File: src/spc_pkg.sv
// Constants shared by the master SPI serial port control block.
// Assumes one 32-bit AHB-Lite slave port, byte offsets in the low bits.
`default_nettype none
package spc_pkg;
  // ==========================================================
  // Register map (byte offsets)
  localparam int          ADDR_W     = 8;
  localparam logic [7:0]  ADDR_DATA  = 8'h00;
  localparam logic [7:0]  ADDR_STAT  = 8'h04;
  localparam logic [7:0]  ADDR_CTRLB = 8'h08;
  localparam logic [7:0]  ADDR_CTRLC = 8'h0C;
  localparam logic [7:0]  ADDR_BAUD  = 8'h10;
  // ==========================================================
  // Field positions
  localparam int          S_RXC      = 7;
  localparam int          S_TXC      = 6;
  localparam int          S_UDRE     = 5;
  localparam int          B_IE_LO    = 5;
  localparam int          B_RXEN     = 4;
  localparam int          B_TXEN     = 3;
  localparam int          C_MODE_LO  = 6;
  localparam int          C_ORDER    = 2;
  localparam int          C_PHASE    = 1;
  localparam int          C_POL      = 0;
  // ==========================================================
  // Reset values and encodings
  localparam logic [7:0]  CTRLB_RST  = 8'h00;
  localparam logic [7:0]  CTRLC_RST  = 8'h06;
  localparam logic [1:0]  MODE_ASYNC = 2'h0;
  localparam logic [1:0]  MODE_SYNC  = 2'h1;
  localparam logic [1:0]  MODE_RSVD  = 2'h2;
  localparam logic [1:0]  MODE_MSPI  = 2'h3;
  // ==========================================================
  // Frame timing and bus transfer type
  localparam int          DATA_W     = 8;
  localparam int          BAUD_W     = 12;
  localparam logic [3:0]  LAST_EDGE  = 4'hF;
  localparam logic [3:0]  FIRST_EDGE = 4'h0;
  localparam logic [1:0]  HTRANS_NSQ = 2'h2;
endpackage : spc_pkg
`default_nettype wire

File: src/spc_fifo_if.sv
// Interface carrying the receive buffer handshake.
// Assumes the engine is the source and the buffer the sink.
`timescale 1ns/1ns
`default_nettype none
interface spc_fifo_if #(parameter int W = 8);
  logic         wr_valid;
  logic         wr_ready;
  logic [W-1:0] wr_data;
  logic         rd_valid;
  logic         rd_ready;
  logic [W-1:0] rd_data;
  logic         flush;
  // ==========================================================
  // Engine side and buffer side
  modport src  (output wr_valid, wr_data, rd_ready, flush,
                input  wr_ready, rd_valid, rd_data);
  modport sink (input  wr_valid, wr_data, rd_ready, flush,
                output wr_ready, rd_valid, rd_data);
endinterface : spc_fifo_if
`default_nettype wire

File: src/spc_sync2.sv
// Two flip-flop synchroniser for one level.
// Assumes the input is asynchronous to clk.
`timescale 1ns/1ns
`default_nettype none
module spc_sync2 (
  input  wire logic clk,
  input  wire logic rst,
  input  wire logic d,
  output logic      q
);
  logic meta_q;
  // ==========================================================
  // Two stages; only the second stage reads the first
  always_ff @(posedge clk or posedge rst) begin
    if (rst) begin
      meta_q <= 1'h0;
      q      <= 1'h0;
    end else begin
      meta_q <= d;
      q      <= meta_q;
    end
  end
endmodule : spc_sync2
`default_nettype wire

File: src/spc_fifo.sv
// Receive buffer: flip-flop FIFO with valid/ready and flush.
// Assumes DEPTH is a power of two.
`timescale 1ns/1ns
`default_nettype none
module spc_fifo #(
  parameter int W     = 8,
  parameter int DEPTH = 16
) (
  input  wire logic clk,
  input  wire logic rst,
  spc_fifo_if.sink  f
);
  localparam int AW = $clog2(DEPTH);
  logic [W-1:0]  mem_q [DEPTH];
  logic [AW-1:0] wp_q;
  logic [AW-1:0] rp_q;
  logic [AW:0]   cnt_q;
  logic          push;
  logic          pop;
  // ==========================================================
  // Handshake
  assign f.wr_ready = (cnt_q != (AW+1)'(DEPTH));
  assign f.rd_valid = (cnt_q != '0) && !f.flush;  // Flushed entries vanish at once
  assign f.rd_data  = mem_q[rp_q];
  assign push       = f.wr_valid && f.wr_ready && !f.flush;
  assign pop        = f.rd_ready && f.rd_valid && !f.flush;
  // Pointers and fill level; flush empties at once
  always_ff @(posedge clk or posedge rst) begin
    if (rst) begin
      wp_q  <= '0;
      rp_q  <= '0;
      cnt_q <= '0;
    end else if (f.flush) begin
      wp_q  <= '0;
      rp_q  <= '0;
      cnt_q <= '0;
    end else begin
      if (push) wp_q <= wp_q + 1'h1;
      if (pop) rp_q <= rp_q + 1'h1;
      if (push && !pop) cnt_q <= cnt_q + 1'h1;
      else if (pop && !push) cnt_q <= cnt_q - 1'h1;
    end
  end
  // ==========================================================
  // Storage, one flop word per entry
  for (genvar i = 0; i < DEPTH; i++) begin : g_ent
    always_ff @(posedge clk or posedge rst) begin
      if (rst) mem_q[i] <= '0;
      else if (push && wp_q == AW'(i)) mem_q[i] <= f.wr_data;
    end
  end
endmodule : spc_fifo
`default_nettype wire

File: src/spc_top.sv
// Master-only SPI engine of a serial port, with its control registers.
// Assumes an AHB-Lite master on ref_clk and an SPI slave on the pins.
`timescale 1ns/1ns
`default_nettype none
module spc_top #(
  parameter int FIFO_DEPTH = 16
) (
  input  wire logic        ref_clk,
  input  wire logic        rst,
  input  wire logic        hsel,
  input  wire logic [31:0] haddr,
  input  wire logic [1:0]  htrans,
  input  wire logic        hwrite,
  input  wire logic [2:0]  hsize,
  input  wire logic [31:0] hwdata,
  input  wire logic        hready,
  output logic      [31:0] hrdata,
  output logic             hreadyout,
  output logic             hresp,
  input  wire logic        serial_in_pin,
  output logic             serial_out_pin,
  output logic             serial_out_oe,
  output logic             serial_clock_pin,
  output logic             serial_clock_oe,
  output logic             rx_pin_owned
);
  typedef enum logic {ST_IDLE, ST_SHIFT} spc_state_t;

  // ==========================================================
  // Declarations
  logic                       acc;
  logic                       rd_acc;
  logic                       wr_pend_q;
  logic [spc_pkg::ADDR_W-1:0] waddr_q;
  logic [7:0]                 wdat;
  logic                       w_data;
  logic                       w_stat;
  logic                       w_b;
  logic                       w_c;
  logic [31:0]                rd_word;
  logic [31:0]                hrdata_q;
  logic [2:0]                 ie_q;
  logic                       rx_en_q;
  logic                       tx_req_q;
  logic                       tx_act_q;
  logic [1:0]                 mode_q;
  logic                       order_q;
  logic                       cpha_q;
  logic                       cpol_q;
  logic [spc_pkg::BAUD_W-1:0] baud_q;
  logic                       mspi;
  logic [7:0]                 txbuf_q;
  logic                       txbuf_full_q;
  logic                       txc_q;
  spc_state_t                 st_q;
  logic [spc_pkg::BAUD_W-1:0] div_q;
  logic [3:0]                 edge_q;
  logic                       tick;
  logic                       start;
  logic                       samp;
  logic                       adv;
  logic                       done_q;
  logic                       sck_q;
  logic                       sdo_q;
  logic [7:0]                 txsh_q;
  logic [7:0]                 rxsh_q;
  logic                       sin_s;

  spc_fifo_if #(.W(spc_pkg::DATA_W)) fif ();

  // ==========================================================
  // Bus slave: zero wait states, always OKAY
  assign hreadyout = 1'h1;
  assign hresp     = 1'h0;
  assign hrdata    = hrdata_q;
  assign acc       = hsel && (htrans == spc_pkg::HTRANS_NSQ) && hready;
  assign rd_acc    = acc && !hwrite;

  // Address phase of a write, applied in its data phase
  always_ff @(posedge ref_clk or posedge rst) begin
    if (rst) begin
      wr_pend_q <= 1'h0;
      waddr_q   <= '0;
    end else begin
      wr_pend_q <= acc && hwrite;
      if (acc) waddr_q <= haddr[spc_pkg::ADDR_W-1:0];
    end
  end

  // Write strobes
  assign wdat   = hwdata[7:0];
  assign w_data = wr_pend_q && (waddr_q == spc_pkg::ADDR_DATA);
  assign w_stat = wr_pend_q && (waddr_q == spc_pkg::ADDR_STAT);
  assign w_b    = wr_pend_q && (waddr_q == spc_pkg::ADDR_CTRLB);
  assign w_c    = wr_pend_q && (waddr_q == spc_pkg::ADDR_CTRLC);

  // Read multiplexer, unmapped offsets read zero
  always_comb begin
    rd_word = '0;
    if (haddr[spc_pkg::ADDR_W-1:0] == spc_pkg::ADDR_DATA) begin
      rd_word[7:0] = fif.rd_data;
    end else if (haddr[spc_pkg::ADDR_W-1:0] == spc_pkg::ADDR_STAT) begin
      rd_word[spc_pkg::S_RXC]  = fif.rd_valid;
      rd_word[spc_pkg::S_TXC]  = txc_q;
      rd_word[spc_pkg::S_UDRE] = !txbuf_full_q;
      // Error flags stay zero in this mode
    end else if (haddr[spc_pkg::ADDR_W-1:0] == spc_pkg::ADDR_CTRLB) begin
      rd_word[7:spc_pkg::B_IE_LO] = ie_q;
      rd_word[spc_pkg::B_RXEN]    = rx_en_q;
      rd_word[spc_pkg::B_TXEN]    = tx_req_q;
    end else if (haddr[spc_pkg::ADDR_W-1:0] == spc_pkg::ADDR_CTRLC) begin
      rd_word[7:spc_pkg::C_MODE_LO] = mode_q;  // Bits 5:3 read zero
      rd_word[spc_pkg::C_ORDER]     = order_q;
      rd_word[spc_pkg::C_PHASE]     = cpha_q;
      rd_word[spc_pkg::C_POL]       = cpol_q;
    end else if (haddr[spc_pkg::ADDR_W-1:0] == spc_pkg::ADDR_BAUD) begin
      rd_word[spc_pkg::BAUD_W-1:0] = baud_q;
    end
  end

  // Read data captured at the address phase edge
  always_ff @(posedge ref_clk or posedge rst) begin
    if (rst) hrdata_q <= '0;
    else if (rd_acc) hrdata_q <= rd_word;
  end

  // ==========================================================
  // Control register B; reserved low bits are not stored
  always_ff @(posedge ref_clk or posedge rst) begin
    if (rst) begin
      ie_q     <= spc_pkg::CTRLB_RST[7:spc_pkg::B_IE_LO];
      rx_en_q  <= spc_pkg::CTRLB_RST[spc_pkg::B_RXEN];
      tx_req_q <= spc_pkg::CTRLB_RST[spc_pkg::B_TXEN];
    end else if (w_b) begin
      ie_q     <= wdat[7:spc_pkg::B_IE_LO];
      rx_en_q  <= wdat[spc_pkg::B_RXEN];
      tx_req_q <= wdat[spc_pkg::B_TXEN];
    end
  end

  // Effective transmitter enable: on at once, off only when drained
  always_ff @(posedge ref_clk or posedge rst) begin
    if (rst) begin
      tx_act_q <= spc_pkg::CTRLB_RST[spc_pkg::B_TXEN];
    end else if (w_b && wdat[spc_pkg::B_TXEN]) begin
      tx_act_q <= 1'h1;
    end else if (!tx_req_q && st_q == ST_IDLE && !txbuf_full_q) begin
      tx_act_q <= 1'h0;
    end
  end

  // Control register C: mode and frame shape in one write
  always_ff @(posedge ref_clk or posedge rst) begin
    if (rst) begin
      mode_q  <= spc_pkg::CTRLC_RST[7:spc_pkg::C_MODE_LO];
      order_q <= spc_pkg::CTRLC_RST[spc_pkg::C_ORDER];
      cpha_q  <= spc_pkg::CTRLC_RST[spc_pkg::C_PHASE];
      cpol_q  <= spc_pkg::CTRLC_RST[spc_pkg::C_POL];
    end else if (w_c) begin
      mode_q  <= wdat[7:spc_pkg::C_MODE_LO];
      order_q <= wdat[spc_pkg::C_ORDER];
      cpha_q  <= wdat[spc_pkg::C_PHASE];
      cpol_q  <= wdat[spc_pkg::C_POL];
    end
  end

  // Baud register: half clock period is baud_q plus one cycles
  always_ff @(posedge ref_clk or posedge rst) begin
    if (rst) baud_q <= '0;
    else if (wr_pend_q && waddr_q == spc_pkg::ADDR_BAUD) baud_q <= hwdata[spc_pkg::BAUD_W-1:0];
  end

  assign mspi = (mode_q == spc_pkg::MODE_MSPI);

  // ==========================================================
  // Transmit buffer; a write while full or disabled is dropped
  always_ff @(posedge ref_clk or posedge rst) begin
    if (rst) begin
      txbuf_q      <= '0;
      txbuf_full_q <= 1'h0;
    end else if (w_data && !txbuf_full_q && tx_act_q) begin
      txbuf_q      <= wdat;
      txbuf_full_q <= 1'h1;
    end else if (start) begin
      txbuf_full_q <= 1'h0;
    end
  end

  // Transmit complete: set wins over a write-one clear
  always_ff @(posedge ref_clk or posedge rst) begin
    if (rst) txc_q <= 1'h0;
    else if (done_q && !txbuf_full_q) txc_q <= 1'h1;
    else if (w_stat && wdat[spc_pkg::S_TXC]) txc_q <= 1'h0;
  end

  // ==========================================================
  // Shift engine
  // Only the transmitter starts frames; a full receive buffer stalls
  assign start = (st_q == ST_IDLE) && txbuf_full_q && mspi && tx_act_q
                 && (!rx_en_q || fif.wr_ready);
  assign tick  = (st_q == ST_SHIFT) && (div_q == '0);
  // Even edges lead, odd edges trail; phase picks the sample edge
  assign samp  = tick && (edge_q[0] == cpha_q);
  assign adv   = tick && (edge_q[0] != cpha_q) && (edge_q != spc_pkg::LAST_EDGE)
                 && !(cpha_q && edge_q == spc_pkg::FIRST_EDGE);

  // Frame state, half-period divider and edge counter
  always_ff @(posedge ref_clk or posedge rst) begin
    if (rst) begin
      st_q   <= ST_IDLE;
      div_q  <= '0;
      edge_q <= '0;
      done_q <= 1'h0;
    end else begin
      done_q <= 1'h0;
      case (st_q)
        ST_IDLE: begin
          if (start) begin
            st_q   <= ST_SHIFT;
            div_q  <= baud_q;
            edge_q <= '0;
          end
        end
        ST_SHIFT: begin
          if (!mspi) begin
            st_q <= ST_IDLE;
          end else if (tick) begin
            div_q <= baud_q;
            if (edge_q == spc_pkg::LAST_EDGE) begin
              st_q   <= ST_IDLE;
              done_q <= 1'h1;
            end else begin
              edge_q <= edge_q + 4'h1;
            end
          end else begin
            div_q <= div_q - 1'h1;
          end
        end
        default: st_q <= ST_IDLE;
      endcase
    end
  end

  // Serial clock: idles at the polarity level, toggles each edge
  always_ff @(posedge ref_clk or posedge rst) begin
    if (rst) sck_q <= 1'h0;
    else if (st_q == ST_IDLE) sck_q <= cpol_q;
    else if (tick) sck_q <= !sck_q;
  end

  // Transmit shifter, loaded from the buffer
  always_ff @(posedge ref_clk or posedge rst) begin
    if (rst) begin
      txsh_q <= '0;
    end else if (start) begin
      txsh_q <= txbuf_q;
    end else if (adv) begin
      if (order_q) txsh_q <= {1'h0, txsh_q[7:1]};
      else txsh_q <= {txsh_q[6:0], 1'h0};
    end
  end

  // Data-out bit from the selected end
  always_ff @(posedge ref_clk or posedge rst) begin
    if (rst) sdo_q <= 1'h0;
    else sdo_q <= order_q ? txsh_q[0] : txsh_q[7];
  end

  // Receive shifter fills in the same bit order
  always_ff @(posedge ref_clk or posedge rst) begin
    if (rst) begin
      rxsh_q <= '0;
    end else if (samp) begin
      if (order_q) rxsh_q <= {sin_s, rxsh_q[7:1]};
      else rxsh_q <= {rxsh_q[6:0], sin_s};
    end
  end

  // Data-in pin resynchronised before use
  spc_sync2 u_sin (
    .clk (ref_clk),
    .rst (rst),
    .d   (serial_in_pin),
    .q   (sin_s)
  );

  // ==========================================================
  // Receive buffer
  assign fif.wr_valid = done_q && rx_en_q;
  assign fif.wr_data  = rxsh_q;
  assign fif.rd_ready = rd_acc && (haddr[spc_pkg::ADDR_W-1:0] == spc_pkg::ADDR_DATA);
  assign fif.flush    = !rx_en_q;

  spc_fifo #(
    .W     (spc_pkg::DATA_W),
    .DEPTH (FIFO_DEPTH)
  ) u_fifo (
    .clk (ref_clk),
    .rst (rst),
    .f   (fif.sink)
  );

  // ==========================================================
  // Pin ownership
  assign serial_clock_pin = sck_q;
  assign serial_out_pin   = sdo_q;
  assign serial_clock_oe  = tx_act_q && mspi;
  assign serial_out_oe    = tx_act_q && mspi;
  assign rx_pin_owned     = rx_en_q && mspi;
endmodule : spc_top
`default_nettype wire

File: config.mk
export PLATFORM = sky130hd
export DESIGN_NAME = spc_top
export DESIGN_NICKNAME = d
export VERILOG_FILES = /design/src/spc_pkg.sv /design/src/spc_fifo_if.sv /design/src/spc_sync2.sv /design/src/spc_fifo.sv /design/src/spc_top.sv
export SDC_FILE = /design/constraint.sdc
export NUM_CORES = 1
export LEC_CHECK = 0
export BUFFER_PORTS_ARGS = -buffer_cell sky130_fd_sc_hd__buf_2
export CORE_MARGIN = 1
export CORE_UTILIZATION = 55
export CTS_CLUSTER_SIZE = 10
export DETAILED_ROUTE_END_ITERATION = 8
export PLACE_DENSITY = 0.85
export SYNTH_ARGS = -nofsm -noshare
export SYNTH_HDL_FRONTEND = slang
export SYNTH_SLANG_ARGS = --single-unit
File: constraint.sdc
create_clock -name ref_clk -period 7.7 [get_ports ref_clk]
set_input_delay 0.77 -clock ref_clk [delete_from_list [all_inputs] [get_ports ref_clk]]
set_output_delay 0.77 -clock ref_clk [all_outputs]
set_load 0.005 [all_outputs]
==> impl_summary.txt, run 1 <==
----------------------------------------------------
[Clock tree]
  TritonCTS Buffers ... 27
  CTS-repair resized insts ... 0
  Number of hold-repair buffers added at the cts stage ... 0
  Clock tree from TritonCTS ... done
  Root buffer cell ... sky130_fd_sc_hd__clkbuf_16
  H-tree depth ... 1
  Clock slew seen by the registers of the worst setup and hold paths ... approximately 0.05 ns
  Count of clock tree sinks ... ~230
  Later-pin clock latency in the skew report ... 0.53 ns
  Clock buffer depth ... 3
  Number of setup buffers added after CTS ... 0

[Route]
  Via density per instance ... a little over 6
  DRT Pass-1 Iters ... 5
  Vias post-DR ... 7586
  Average wire per cell in the routed design ... 21.3 µm
  DRC viols ... 0
  Count of routing violations after the opening detailed-route iteration ... 535
  Wire length reported by the detailed router ... 25900 µm
  Post-route antenna net violation count ... 0

[Layout]
  Post-route insts no fill ... 1221
  Fillcell total ... 1506
  Antenna diode count ... 0
  Final Net Count ... 1027
  Area Overhead vs Synth ... 8.98%
  Design Area, Final ... 12500 µm²
  Sequential cell area in the final layout ... between 5000 and 6000 µm²
  Area of the multi-input gates ... approximately 5200 µm²
  Share of layout cells above drive strength 1 ... ~32%

[STA]
  Hold Violations, Final ... 0
  Crit share post-route ... 44.5%
  Hold slack final ... 0.350 ns
  Fin Clk Skew ... 0.0147 ns
  Worst relative slew slack ... approximately a quarter
  Total negative slack ... 0 ns
  Setup repair after global routing missed its margin ... false
  Slew Limit Fails ... 0
  Number of endpoints failing setup at the final stage ... 0
  Tightest Pin Transition ... between 1 and 1.5 ns
  Highest clock rate ... approximately 0.29 GHz
  Min cycle time layout ... 3.43 ns

[Synthesis]
  Proportion of netlist area held by the largest area contributor ... around 51%
  Count of unique library cells instantiated by Yosys ... 73
  Cell types occupying the most area after synthesis ... sky130_fd_sc_hd__dfrtp_1 (51%), sky130_fd_sc_hd__mux2_2 (17%), sky130_fd_sc_hd__mux4_2 (6.5%), sky130_fd_sc_hd__nand2_1 (2.7%), sky130_fd_sc_hd__mux2i_1 (2.0%)
  Cell area after technology mapping ... 11400 µm²
  Most common flop cell mapped by yosys ... sky130_fd_sc_hd__dfrtp_1
  EDFF count, synth ... 0
  FF+latch count, synth ... 233
  Most frequent cell after synthesis ... sky130_fd_sc_hd__dfrtp_1
  Proportion of register bits with asynchronous set or reset after synthesis ... 100%
  Warnings from Yosys ... 0
  Yosys top cell by area ... sky130_fd_sc_hd__dfrtp_1
  Per-instance average area after synthesis ... 12.5 µm²
  List of most frequent post-synthesis cells ... sky130_fd_sc_hd__dfrtp_1 (231), sky130_fd_sc_hd__mux2_2 (168), sky130_fd_sc_hd__nand2_1 (83)
  Gate count of the mapped netlist ... 916
  Sequential fraction of the synthesis area ... 51.0%

[Worst setup path]
  Required time at the worst-slack endpoint ... 8.10 ns
  End of the worst register-to-register path ... u_fifo.cnt_q[4]
  CP Data Arrival Time ... 3.82 ns
  Worst setup path start ... htrans[0]
  Capturing element type of the critical path ... flip-flop
  Minimum setup slack among reg-to-reg paths ... 4.33 ns
  Critical-path top delay cell ... sky130_fd_sc_hd__or3_1
  Critical path peak fanout ... 13
  Path type of the worst setup path ... in2reg
  Worst Reg2Reg Path Length in Cells ... 10
  Cells along the critical path ... buf_2 -> and4b_1 -> nand2_1 -> or3_1 -> nand2_1 -> ha_1 -> a21o_1 -> a21o_1 -> nor4_1 -> a2bb2oi_1 -> o21ai_0
  R2r startpoint ... u_fifo.cnt_q[1]
  Worst path buffer plus inverter count ... 1
  Startpoint kind of the worst setup timing path ... primary input
  Biggest cell delay along the critical path ... between 0.5 and 0.6 ns
  Category of cells accounting for the largest share of critical-path delay ... simple AND/OR/NAND/NOR gates

[Place]
  Number of cells in the design after placement ... 1180
  Count of input and output buffers ... 44
  Placed Instance Area ... roughly 12000 µm²
  Global placement routability congestion ... just under 0.9
  Hpwl dp ... ~17000 µm

[Worst hold path]
  Number of instances on the worst hold path ... 0
  Min-Delay Path Class ... reg2reg
  Worst hold start ... u_sin.meta_q
  Worst min-delay path endpoint ... u_sin.q

[Pwr]
  Maximum vdd drop ... 0.143 mV
  Leak Pwr ... slightly below 6 nW
  Cell area power density ... 200 nW/µm²

[Flow run]
  Max-capacitance violation count ... 0

[Floorplanning]
  Overall die height ... 146 µm
  Initial core utilization ... between 50% and 60%
  Die footprint ... 21400 µm²
  Cell Rows ... 52
  Die width ... 146 µm
  Number of ports placed on the die boundary ... 114
  Area of the placeable core ... roughly 20000 µm²

[Global route]
  Pin count of the biggest net entering global routing ... 150
  Global Route Usage Sum ... 24.9%
  Vias in the first global route ... 7650
  Global-route wire length before repair ... ~42000 µm
  Number of antenna violations at the first check in global routing ... 0
  Total congestion overflow ... 0

[Outcome]
  Status ... complete, no violations

----------------------------------------------------
-- metrics by stage --
stage	util (%)	power, mW	setup slack [ns]
final	61.4	2.50	4.27
after floorplan	-	1.37	0.544
after CTS	61.4	2.51	4.34
after global placement	57.7	1.40	3.91
after detailed placement	57.7	1.40	3.79
after global routing	61.4	2.58	4.12
-- layout by cell type (no fill, tap or decap), types with 23 or more instances in the layout --
cell                          n
sky130_fd_sc_hd__clkbuf_16   27
sky130_fd_sc_hd__mux2i_1     23
sky130_fd_sc_hd__nor2_1      25
sky130_fd_sc_hd__mux4_2      33
sky130_fd_sc_hd__buf_2       44
sky130_fd_sc_hd__o21ai_0     27
sky130_fd_sc_hd__a21oi_1     25
sky130_fd_sc_hd__dfrtp_1    230
sky130_fd_sc_hd__mux2_2     168
sky130_fd_sc_hd__nand2_1     83
-- area by class of cell --
class,count,share of cell area [%]
inverter,23,0.753
clock inverter,2,0.110
timing repair buffer,49,2.07
clock buffer,39,5.86
multi-input combinational,605,41.7
tap,270,2.71
sequential,233,46.8
-- how the worst max path moves through the flow --
stage / end / slack [ns] / depth (start not counted)
floorplan: baud_q[0] / 0.54 / 1
CTS: u_fifo.cnt_q[4] / 4.34 / 11
global placement: u_fifo.cnt_q[4] / 3.91 / 11
global route: u_fifo.cnt_q[4] / 4.12 / 11
finish: u_fifo.cnt_q[4] / 4.27 / 11
detailed placement: u_fifo.cnt_q[4] / 3.79 / 11
-- metal layers --
| layer | GRT usage [%] | part of all wire, % | up-vias | routed length, µm |
|---|---|---|---|---|
| met4 | 9.06 | 3.2 | 0 | 827 |
| met3 | 5.19 | 7.1 | 62 | 1850 |
| met5 | 0 | 0 | - | 0 |
| met2 | 40.7 | 49 | 295 | 12700 |
| li1 | - | - | 3337 | - |
| met1 | 33.0 | 41 | 3892 | 10600 |
-- flip-flops by register name, indices dropped and copies added, names as in the netlist, 5 cells and up --
register	count
hrdata	12
txsh_q	8
fif.wr_data	8
txbuf_q	8
u_fifo.cnt_q	5
baud_q	12
waddr_q	8
div_q	12
u_fifo.mem_q	128
-- cell families (layout without fill, tap and decap cells) --
| kind of cell | Yosys count | count (layout) | share of synthesized area [%] |
|---|---|---|---|
| buffers and inverters | 98 | 113 | 4.22 |
| muxes | 225 | 225 | 25.1 |
| DFF | 233 | 233 | 51.0 |
| adders and majority gates | 13 | 13 | 1.49 |
| other | 2 | 22 | 0.0657 |
| and+or+nand+nor | 204 | 204 | 9.92 |
| AOI/OAI and AO/OA | 131 | 131 | 7.39 |
| xor gates and xnor gates | 10 | 10 | 0.766 |
-- power breakdown --
part | internal (mW) | switching, mW
clock network | 0.647 | 0.469
registers | 1.25 | 0.0256
logic | 0.0391 | 0.0665
total | 1.94 | 0.561
(Power assumes the default switching activity.)
==> run 2: changes to the inputs <==
- CORE_UTILIZATION: 55 -> 54
- PLACE_DENSITY: 0.85 -> 0.87
- clock period: 7.7 -> 3.15 ns (I/O delays scaled with it)
==> run 2 against run 1 <==
Critical path depth decreased by 1. Total power increased by 150%. Register-to-register slack got worse by 4.1 ns. Highest routed layer unchanged. Sequential cell count unchanged. Critical path type is now reg2reg.
==> impl_summary.txt, run 2 (synthesized netlist as in run 1, its figures left out) <==
----------------------------------------------------
[Floorplanning]
  Initial core utilization ... 55.8% (-0.54 points)
  Overall die height ... 148 µm (+0.91%)
  Area of the placeable core ... 20500 µm² (+0.96%)
  Cell Rows ... 52 (unchanged)
  Die width ... 148 µm (+0.91%)
  Die footprint ... 21800 µm² (+1.8%)
  Number of ports placed on the die boundary ... 114 (unchanged)

[Route]
  Count of routing violations after the opening detailed-route iteration ... 562 (+5.0%)
  Post-route antenna net violation count ... 0 (unchanged)
  Vias post-DR ... 7711 (+1.6%)
  DRT Pass-1 Iters ... 5 (unchanged)
  Average wire per cell in the routed design ... 21.0 µm (-1.3%)
  Wire length reported by the detailed router ... 26000 µm (about the same)
  Via density per instance ... 6.23 (+0.33%)
  DRC viols ... 0 (unchanged)

[Worst setup path]
  Path type of the worst setup path ... reg2reg
  End of the worst register-to-register path ... u_fifo.cnt_q[4]
  CP Data Arrival Time ... 3.30 ns (-0.52 ns)
  Worst Reg2Reg Path Length in Cells ... 10 (unchanged)
  Capturing element type of the critical path ... flip-flop
  Minimum setup slack among reg-to-reg paths ... 0.25 ns (-4.08 ns)
  R2r startpoint ... u_fifo.cnt_q[0]
  Required time at the worst-slack endpoint ... 3.55 ns (-4.55 ns)
  Critical path peak fanout ... 5 (-8)
  Startpoint kind of the worst setup timing path ... flip-flop

[STA]
  Number of endpoints failing setup at the final stage ... 0 (unchanged)
  Fin Clk Skew ... 0.0110 ns (-0.00372 ns)
  Tightest Pin Transition ... 1.15 ns (+0.0192 ns)
  Crit share post-route ... between 90 and 100%
  Worst relative slew slack ... 22.9% (-0.58 points)
  Slew Limit Fails ... 0 (unchanged)
  Setup repair after global routing missed its margin ... false
  Hold Violations, Final ... 0 (unchanged)
  Min cycle time layout ... ~2.9 ns
  Hold slack final ... 0.0292 ns (-0.320 ns)
  Smallest setup slack after layout ... 0.247 ns (-4.03 ns)
  Highest clock rate ... about 0.34 GHz

[Clock tree]
  TritonCTS Buffers ... 27 (unchanged)
  Clock buffer depth ... 3 (unchanged)
  Clock tree from TritonCTS ... done
  Count of clock tree sinks ... 233 (unchanged)
  Root buffer cell ... sky130_fd_sc_hd__clkbuf_16
  H-tree depth ... 1 (unchanged)
  Clock slew seen by the registers of the worst setup and hold paths ... 0.06 ns (about the same)
  Later-pin clock latency in the skew report ... 0.53 ns (about the same)

[Pwr]
  Cell area power density ... 489 nW/µm² (+140%)
  Maximum vdd drop ... 0.350 mV (+140%)
  Leak Pwr ... 5.90 nW (+1.7%)
  Sum of internal, switching and leakage power ... 6.19 mW (+150%)

[Global route]
  Total congestion overflow ... 0 (unchanged)
  Number of antenna violations at the first check in global routing ... 0 (unchanged)
  Global-route wire length before repair ... 42700 µm (+2.6%)
  Global Route Usage Sum ... 24.9% (about the same)
  Pin count of the biggest net entering global routing ... 180 (+20%)
  Vias in the first global route ... 7991 (+4.5%)

[Layout]
  Flip-flop count of the largest register after layout ... 128 (unchanged)
  Final Net Count ... 1046 (+1.9%)
  Antenna diode count ... 0 (unchanged)
  Largest register by flop count ... u_fifo.mem_q
  Design Area, Final ... 12600 µm² (+1.4%)
  Share of layout cells above drive strength 1 ... 33.4% (+1.3 points)
  Area Overhead vs Synth ... 10.6%
  Commonest cells after routing, fill and taps aside ... sky130_fd_sc_hd__dfrtp_1 (230), sky130_fd_sc_hd__mux2_2 (168), sky130_fd_sc_hd__nand2_1 (83)
  Commonest non-fill, non-tap cell in the layout ... sky130_fd_sc_hd__dfrtp_1
  Fillcell total ... 1517 (+0.73%)

[Place]
  Global placement routability congestion ... 0.896 (+2.7%)
  Pre-CTS WS ... 0.161 ns (-3.63 ns)
  Hpwl dp ... 17000 µm (+2.5%)
  Placed Instance Area ... 11900 µm² (+1.2%)
  Count of input and output buffers ... 44 (unchanged)

[Flow run]
  Max-capacitance violation count ... 0 (unchanged)

[Outcome]
  Status ... complete, no violations

[Worst hold path]
  Min-Delay Path Class ... in2async

----------------------------------------------------
-- run 2: stage by stage --
| step | utilization [%] | cells | TNS, ns |
|---|---|---|---|
| 2_1_floorplan | - | 936 | -49.27 |
| 3_3_place_gp | 57.9 | 1196 | 0 |
| 3_5_place_dp | 57.9 | 1196 | 0 |
| 4_1_cts | 61.6 | 1235 | 0 |
| 5_1_grt | 61.7 | 1237 | 0 |
| 6_report | 61.7 | 1237 | 0 |
-- run 2: routing by layer --
metal	up-vias	track usage [%]	share of wire (%)
met4	0	8.45	2.7
li1	3377	-	-
met2	365	42.3	51
met5	-	0	0
met3	60	3.92	7.4
met1	3909	32.7	39
-- run 2: how the worst max path moves through the flow --
stage                    startpoint               to  slack (ns)  cells past startpoint
finish              u_fifo.cnt_q[0]  u_fifo.cnt_q[4]        0.25                     10
floorplan                       rst        baud_q[0]       -0.21                      1
global route        u_fifo.cnt_q[0]  u_fifo.cnt_q[4]        0.05                     10
CTS                 u_fifo.cnt_q[1]  u_fifo.cnt_q[4]        0.16                     10
detailed placement  u_fifo.cnt_q[1]  u_fifo.cnt_q[4]        0.16                     10
global placement    u_fifo.cnt_q[1]  u_fifo.cnt_q[4]        0.23                     10
-- run 2: where the power goes --
group	internal, mW	leakage (nW)	switching [mW]
Clock	1.65	0.368	1.15
Sequential	3.06	3.15	0.0623
Combinational	0.102	2.38	0.163
Total	4.81	5.90	1.38
-- run 2: layout make-up --
cell class	instances	area, µm²	share of cell area [%]
Clock buffer	36	719	5.69
Clock inverter	2	38.8	0.307
Inverter	23	90.1	0.712
Multi-Input combinational cell	605	5200	41.1
Sequential cell	233	5830	46.1
Tap cell	270	338	2.67
Timing Repair Buffer	68	428	3.38
-- run 2: repair_timing --
item | CTS | global route
setup endpoints to repair | 0 | 1
hold endpoints to repair | 1 | 0
gates resized for setup | 0 | 0
buffers inserted | 0 | 2
hold buffers | 1 | 0
-- run 2: worst max-delay path, stage by stage, from the launching register on --
cell and delay, ns:
sky130_fd_sc_hd__dfrtp_1 0.46, sky130_fd_sc_hd__nor4_4 0.40, sky130_fd_sc_hd__a21o_1 0.19, sky130_fd_sc_hd__or3_1 0.12
sky130_fd_sc_hd__nand2_1 0.16, sky130_fd_sc_hd__fa_1 0.50, sky130_fd_sc_hd__a21o_1 0.19, sky130_fd_sc_hd__a21o_1 0.20
sky130_fd_sc_hd__nor4_1 0.27, sky130_fd_sc_hd__a2bb2oi_1 0.20, sky130_fd_sc_hd__o21ai_0 0.09
==> run 3: changes to the inputs <==
- REMOVE_ABC_BUFFERS: default -> 1
==> run 3 against run 2 <==
Register-to-register slack got worse by 0.05 ns. Sequential share of layout area fell by 0.055 points. Sequential cell count did not move. Non-clock buffer count rose by 1. Clock skew fell by 0.00070 ns.
==> impl_summary.txt, run 3 (synthesized netlist as in run 1, its figures left out) <==
----------------------------------------------------
[Outcome]
  Status ... complete, no violations

[Worst setup path]
  Critical path peak fanout ... 6 (+1)
  Critical path's most frequent cell ... sky130_fd_sc_hd__a21o_1
  Cells along the critical path ... nor4_4 -> a21o_1 -> or3_1 -> nand2_1 -> fa_1 -> a21o_1 -> a21o_1 -> nor4_1 -> a2bb2oi_1 -> o21ai_0
  Worst setup path start ... u_fifo.cnt_q[1]
  Worst path buffer plus inverter count ... 0 (unchanged)
  Path type of the worst setup path ... reg2reg
  Required time at the worst-slack endpoint ... 3.56 ns (about the same)
  Minimum setup slack among reg-to-reg paths ... 0.19 ns (-0.05 ns)
  R2r startpoint ... u_fifo.cnt_q[1]
  CP Data Arrival Time ... 3.37 ns (+0.07 ns)
  Category of cells accounting for the largest share of critical-path delay ... simple AND/OR/NAND/NOR gates
  Startpoint kind of the worst setup timing path ... flip-flop
  Biggest cell delay along the critical path ... 0.49 ns (about the same)
  Capturing element type of the critical path ... flip-flop
  Critical-path top delay cell ... sky130_fd_sc_hd__fa_1

[Flow run]
  Max-capacitance violation count ... 0 (unchanged)

[Clock tree]
  Later-pin clock latency in the skew report ... 0.54 ns (about the same)
  CTS-repair resized insts ... 0 (unchanged)
  Clock buffer depth ... 3 (unchanged)
  Number of setup buffers added after CTS ... 0 (unchanged)
  H-tree depth ... 1 (unchanged)
  Clock slew seen by the registers of the worst setup and hold paths ... 0.06 ns (about the same)
  Count of clock tree sinks ... 233 (unchanged)
  Number of hold-repair buffers added at the cts stage ... 2 (+1)
  Root buffer cell ... sky130_fd_sc_hd__clkbuf_16
  TritonCTS Buffers ... 27 (unchanged)
  Clock tree from TritonCTS ... done

[Route]
  Via density per instance ... 6.25 (+0.21%)
  Average wire per cell in the routed design ... 21.5 µm (+2.4%)
  Vias post-DR ... 7727 (+0.21%)
  Count of routing violations after the opening detailed-route iteration ... 557 (-0.89%)
  DRT Pass-1 Iters ... 5 (unchanged)
  Wire length reported by the detailed router ... 26600 µm (+2.4%)
  Post-route antenna net violation count ... 0 (unchanged)
  DRC viols ... 0 (unchanged)

[Layout]
  Commonest non-fill, non-tap cell in the layout ... sky130_fd_sc_hd__dfrtp_1
  Commonest cells after routing, fill and taps aside ... sky130_fd_sc_hd__dfrtp_1 (230), sky130_fd_sc_hd__mux2_2 (168), sky130_fd_sc_hd__nand2_1 (83)
  Final Net Count ... 1047 (+0.096%)
  Area Overhead vs Synth ... 10.7%
  Share of layout cells above drive strength 1 ... 33.3% (-0.10 points)
  Flip-flop count of the largest register after layout ... 128 (unchanged)
  Antenna diode count ... 0 (unchanged)
  Design Area, Final ... 12700 µm² (+0.12%)
  Post-route insts no fill ... 1237 (unchanged)
  Largest register by flop count ... u_fifo.mem_q

[STA]
  Setup repair after global routing missed its margin ... false
  Fin Clk Skew ... 0.0103 ns (-0.000705 ns)
  Tightest Pin Transition ... 0.826 ns (-0.326 ns)
  Slew Limit Fails ... 0 (unchanged)
  Worst relative slew slack ... 44.9% (+22 points)
  Smallest setup slack after layout ... 0.192 ns (-0.0548 ns)
  Hold slack final ... 0.0149 ns (-0.0143 ns)
  Highest clock rate ... 0.338 GHz (-1.9%)
  Crit share post-route ... 93.9% (+1.7 points)
  Number of endpoints failing setup at the final stage ... 0 (unchanged)
  Hold Violations, Final ... 0 (unchanged)
  Min cycle time layout ... 2.96 ns (+0.0548 ns)

[Floorplanning]
  Initial core utilization ... 55.8% (unchanged)
  Area of the placeable core ... 20500 µm² (unchanged)
  Cell Rows ... 52 (unchanged)
  Overall die height ... 148 µm (unchanged)
  Die width ... 148 µm (unchanged)
  Die footprint ... 21800 µm² (unchanged)
  Number of ports placed on the die boundary ... 114 (unchanged)

[Worst hold path]
  Worst hold start ... hwdata[8]
  Min-Delay Path Class ... in2reg

[Pwr]
  Part of the power in combinational logic ... 4.5% (+0.2 points)
  Sequential cell fraction of total power ... 51.1% (+0.6 points)
  Cell area power density ... 482 nW/µm² (-1.5%)
  Leak Pwr ... 5.90 nW (+0.11%)
  Part of the total power dissipated in the clock network ... 44.4% (-0.9 points)
  Reported net switching power ... 1.38 mW (+0.37%)
  Internal power summed over all cells ... 4.72 mW (-1.9%)
  Maximum vdd drop ... 0.407 mV (+16%)
  Fraction of power spent switching nets ... 22.7% (+0.40 points)
  Sum of internal, switching and leakage power ... 6.10 mW (-1.4%)

[Global route]
  Number of antenna violations at the first check in global routing ... 0 (unchanged)
  Global-route wire length before repair ... 42900 µm (+0.29%)
  Pin count of the biggest net entering global routing ... 106 (-41%)
  Vias in the first global route ... 7922 (-0.86%)
  Global Route Usage Sum ... 25.2% (+0.32 points)
  Total congestion overflow ... 0 (unchanged)

[Place]
  Count of input and output buffers ... 44 (unchanged)
  Pre-CTS WS ... 0.212 ns (+0.0505 ns)
  Global placement routability congestion ... 0.892 (-0.36%)
  Placed Instance Area ... 11900 µm² (+0.37%)
  Hpwl dp ... 17200 µm (+1.3%)
  Number of cells in the design after placement ... 1198 (+0.17%)

----------------------------------------------------
[run 3: changes by cell type in the layout (fill, tap and decap cells not counted)]
cell                            delta
sky130_fd_sc_hd__clkinvlp_4        -1
sky130_fd_sc_hd__clkbuf_8          -1
sky130_fd_sc_hd__buf_12            +2
sky130_fd_sc_hd__inv_8             +1
sky130_fd_sc_hd__inv_6             -1
sky130_fd_sc_hd__inv_16            +1
sky130_fd_sc_hd__clkinv_4          +1
sky130_fd_sc_hd__bufinv_16         -1
sky130_fd_sc_hd__dlygate4sd3_1     +1
sky130_fd_sc_hd__buf_4             -2
[run 3: path summary, 6_finish.rpt]
path | endpoint | depth (start not counted)
setup / recovery | u_fifo.cnt_q[4] | 10
hold / removal | baud_q[8] | 2
setup reg to reg | u_fifo.cnt_q[4] | 10
hold reg to reg | u_sin.q | 0
max in group asynchronous | u_fifo.mem_q[43] | 4
min in group asynchronous | hrdata[8] | 3
[run 3: routing by layer]
metal  vias to the layer above  wire, µm  GRT usage (%)
li1                       3372         -              -
met1                      3973     10700           33.2
met3                        72      1690           4.04
met4                         0       893           8.81
met5                         -         0              0
met2                       310     13200           42.6
[run 3: area by class of cell]
cell class              instances  area, µm²
clock buffers                  35        706
clock inverters                 2       28.8
fillers                      1505       7830
inverters                      23       93.8
multi-input cells             605       5200
flip-flops and latches        233       5830
well taps                     270        338
repair buffers                 69        463
[run 3: power by group through the flow]
stage	combinational (mW)	clock, mW	sequential (mW)
4_1_cts	0.275	2.74	3.12
3_3_place_gp	0.262	0	3.17
6_report	0.273	2.71	3.12
5_1_grt	0.306	2.86	3.12
2_1_floorplan	0.162	0	3.15
3_5_place_dp	0.270	0	3.17
[run 3: per-stage QoR]
step / utilization (%) / setup TNS, ns
floorplan: - / -823.85
global placement: 58.1 / 0
detailed placement: 58.1 / 0
CTS: 61.8 / 0
global route: 61.8 / 0
finish: 61.8 / 0
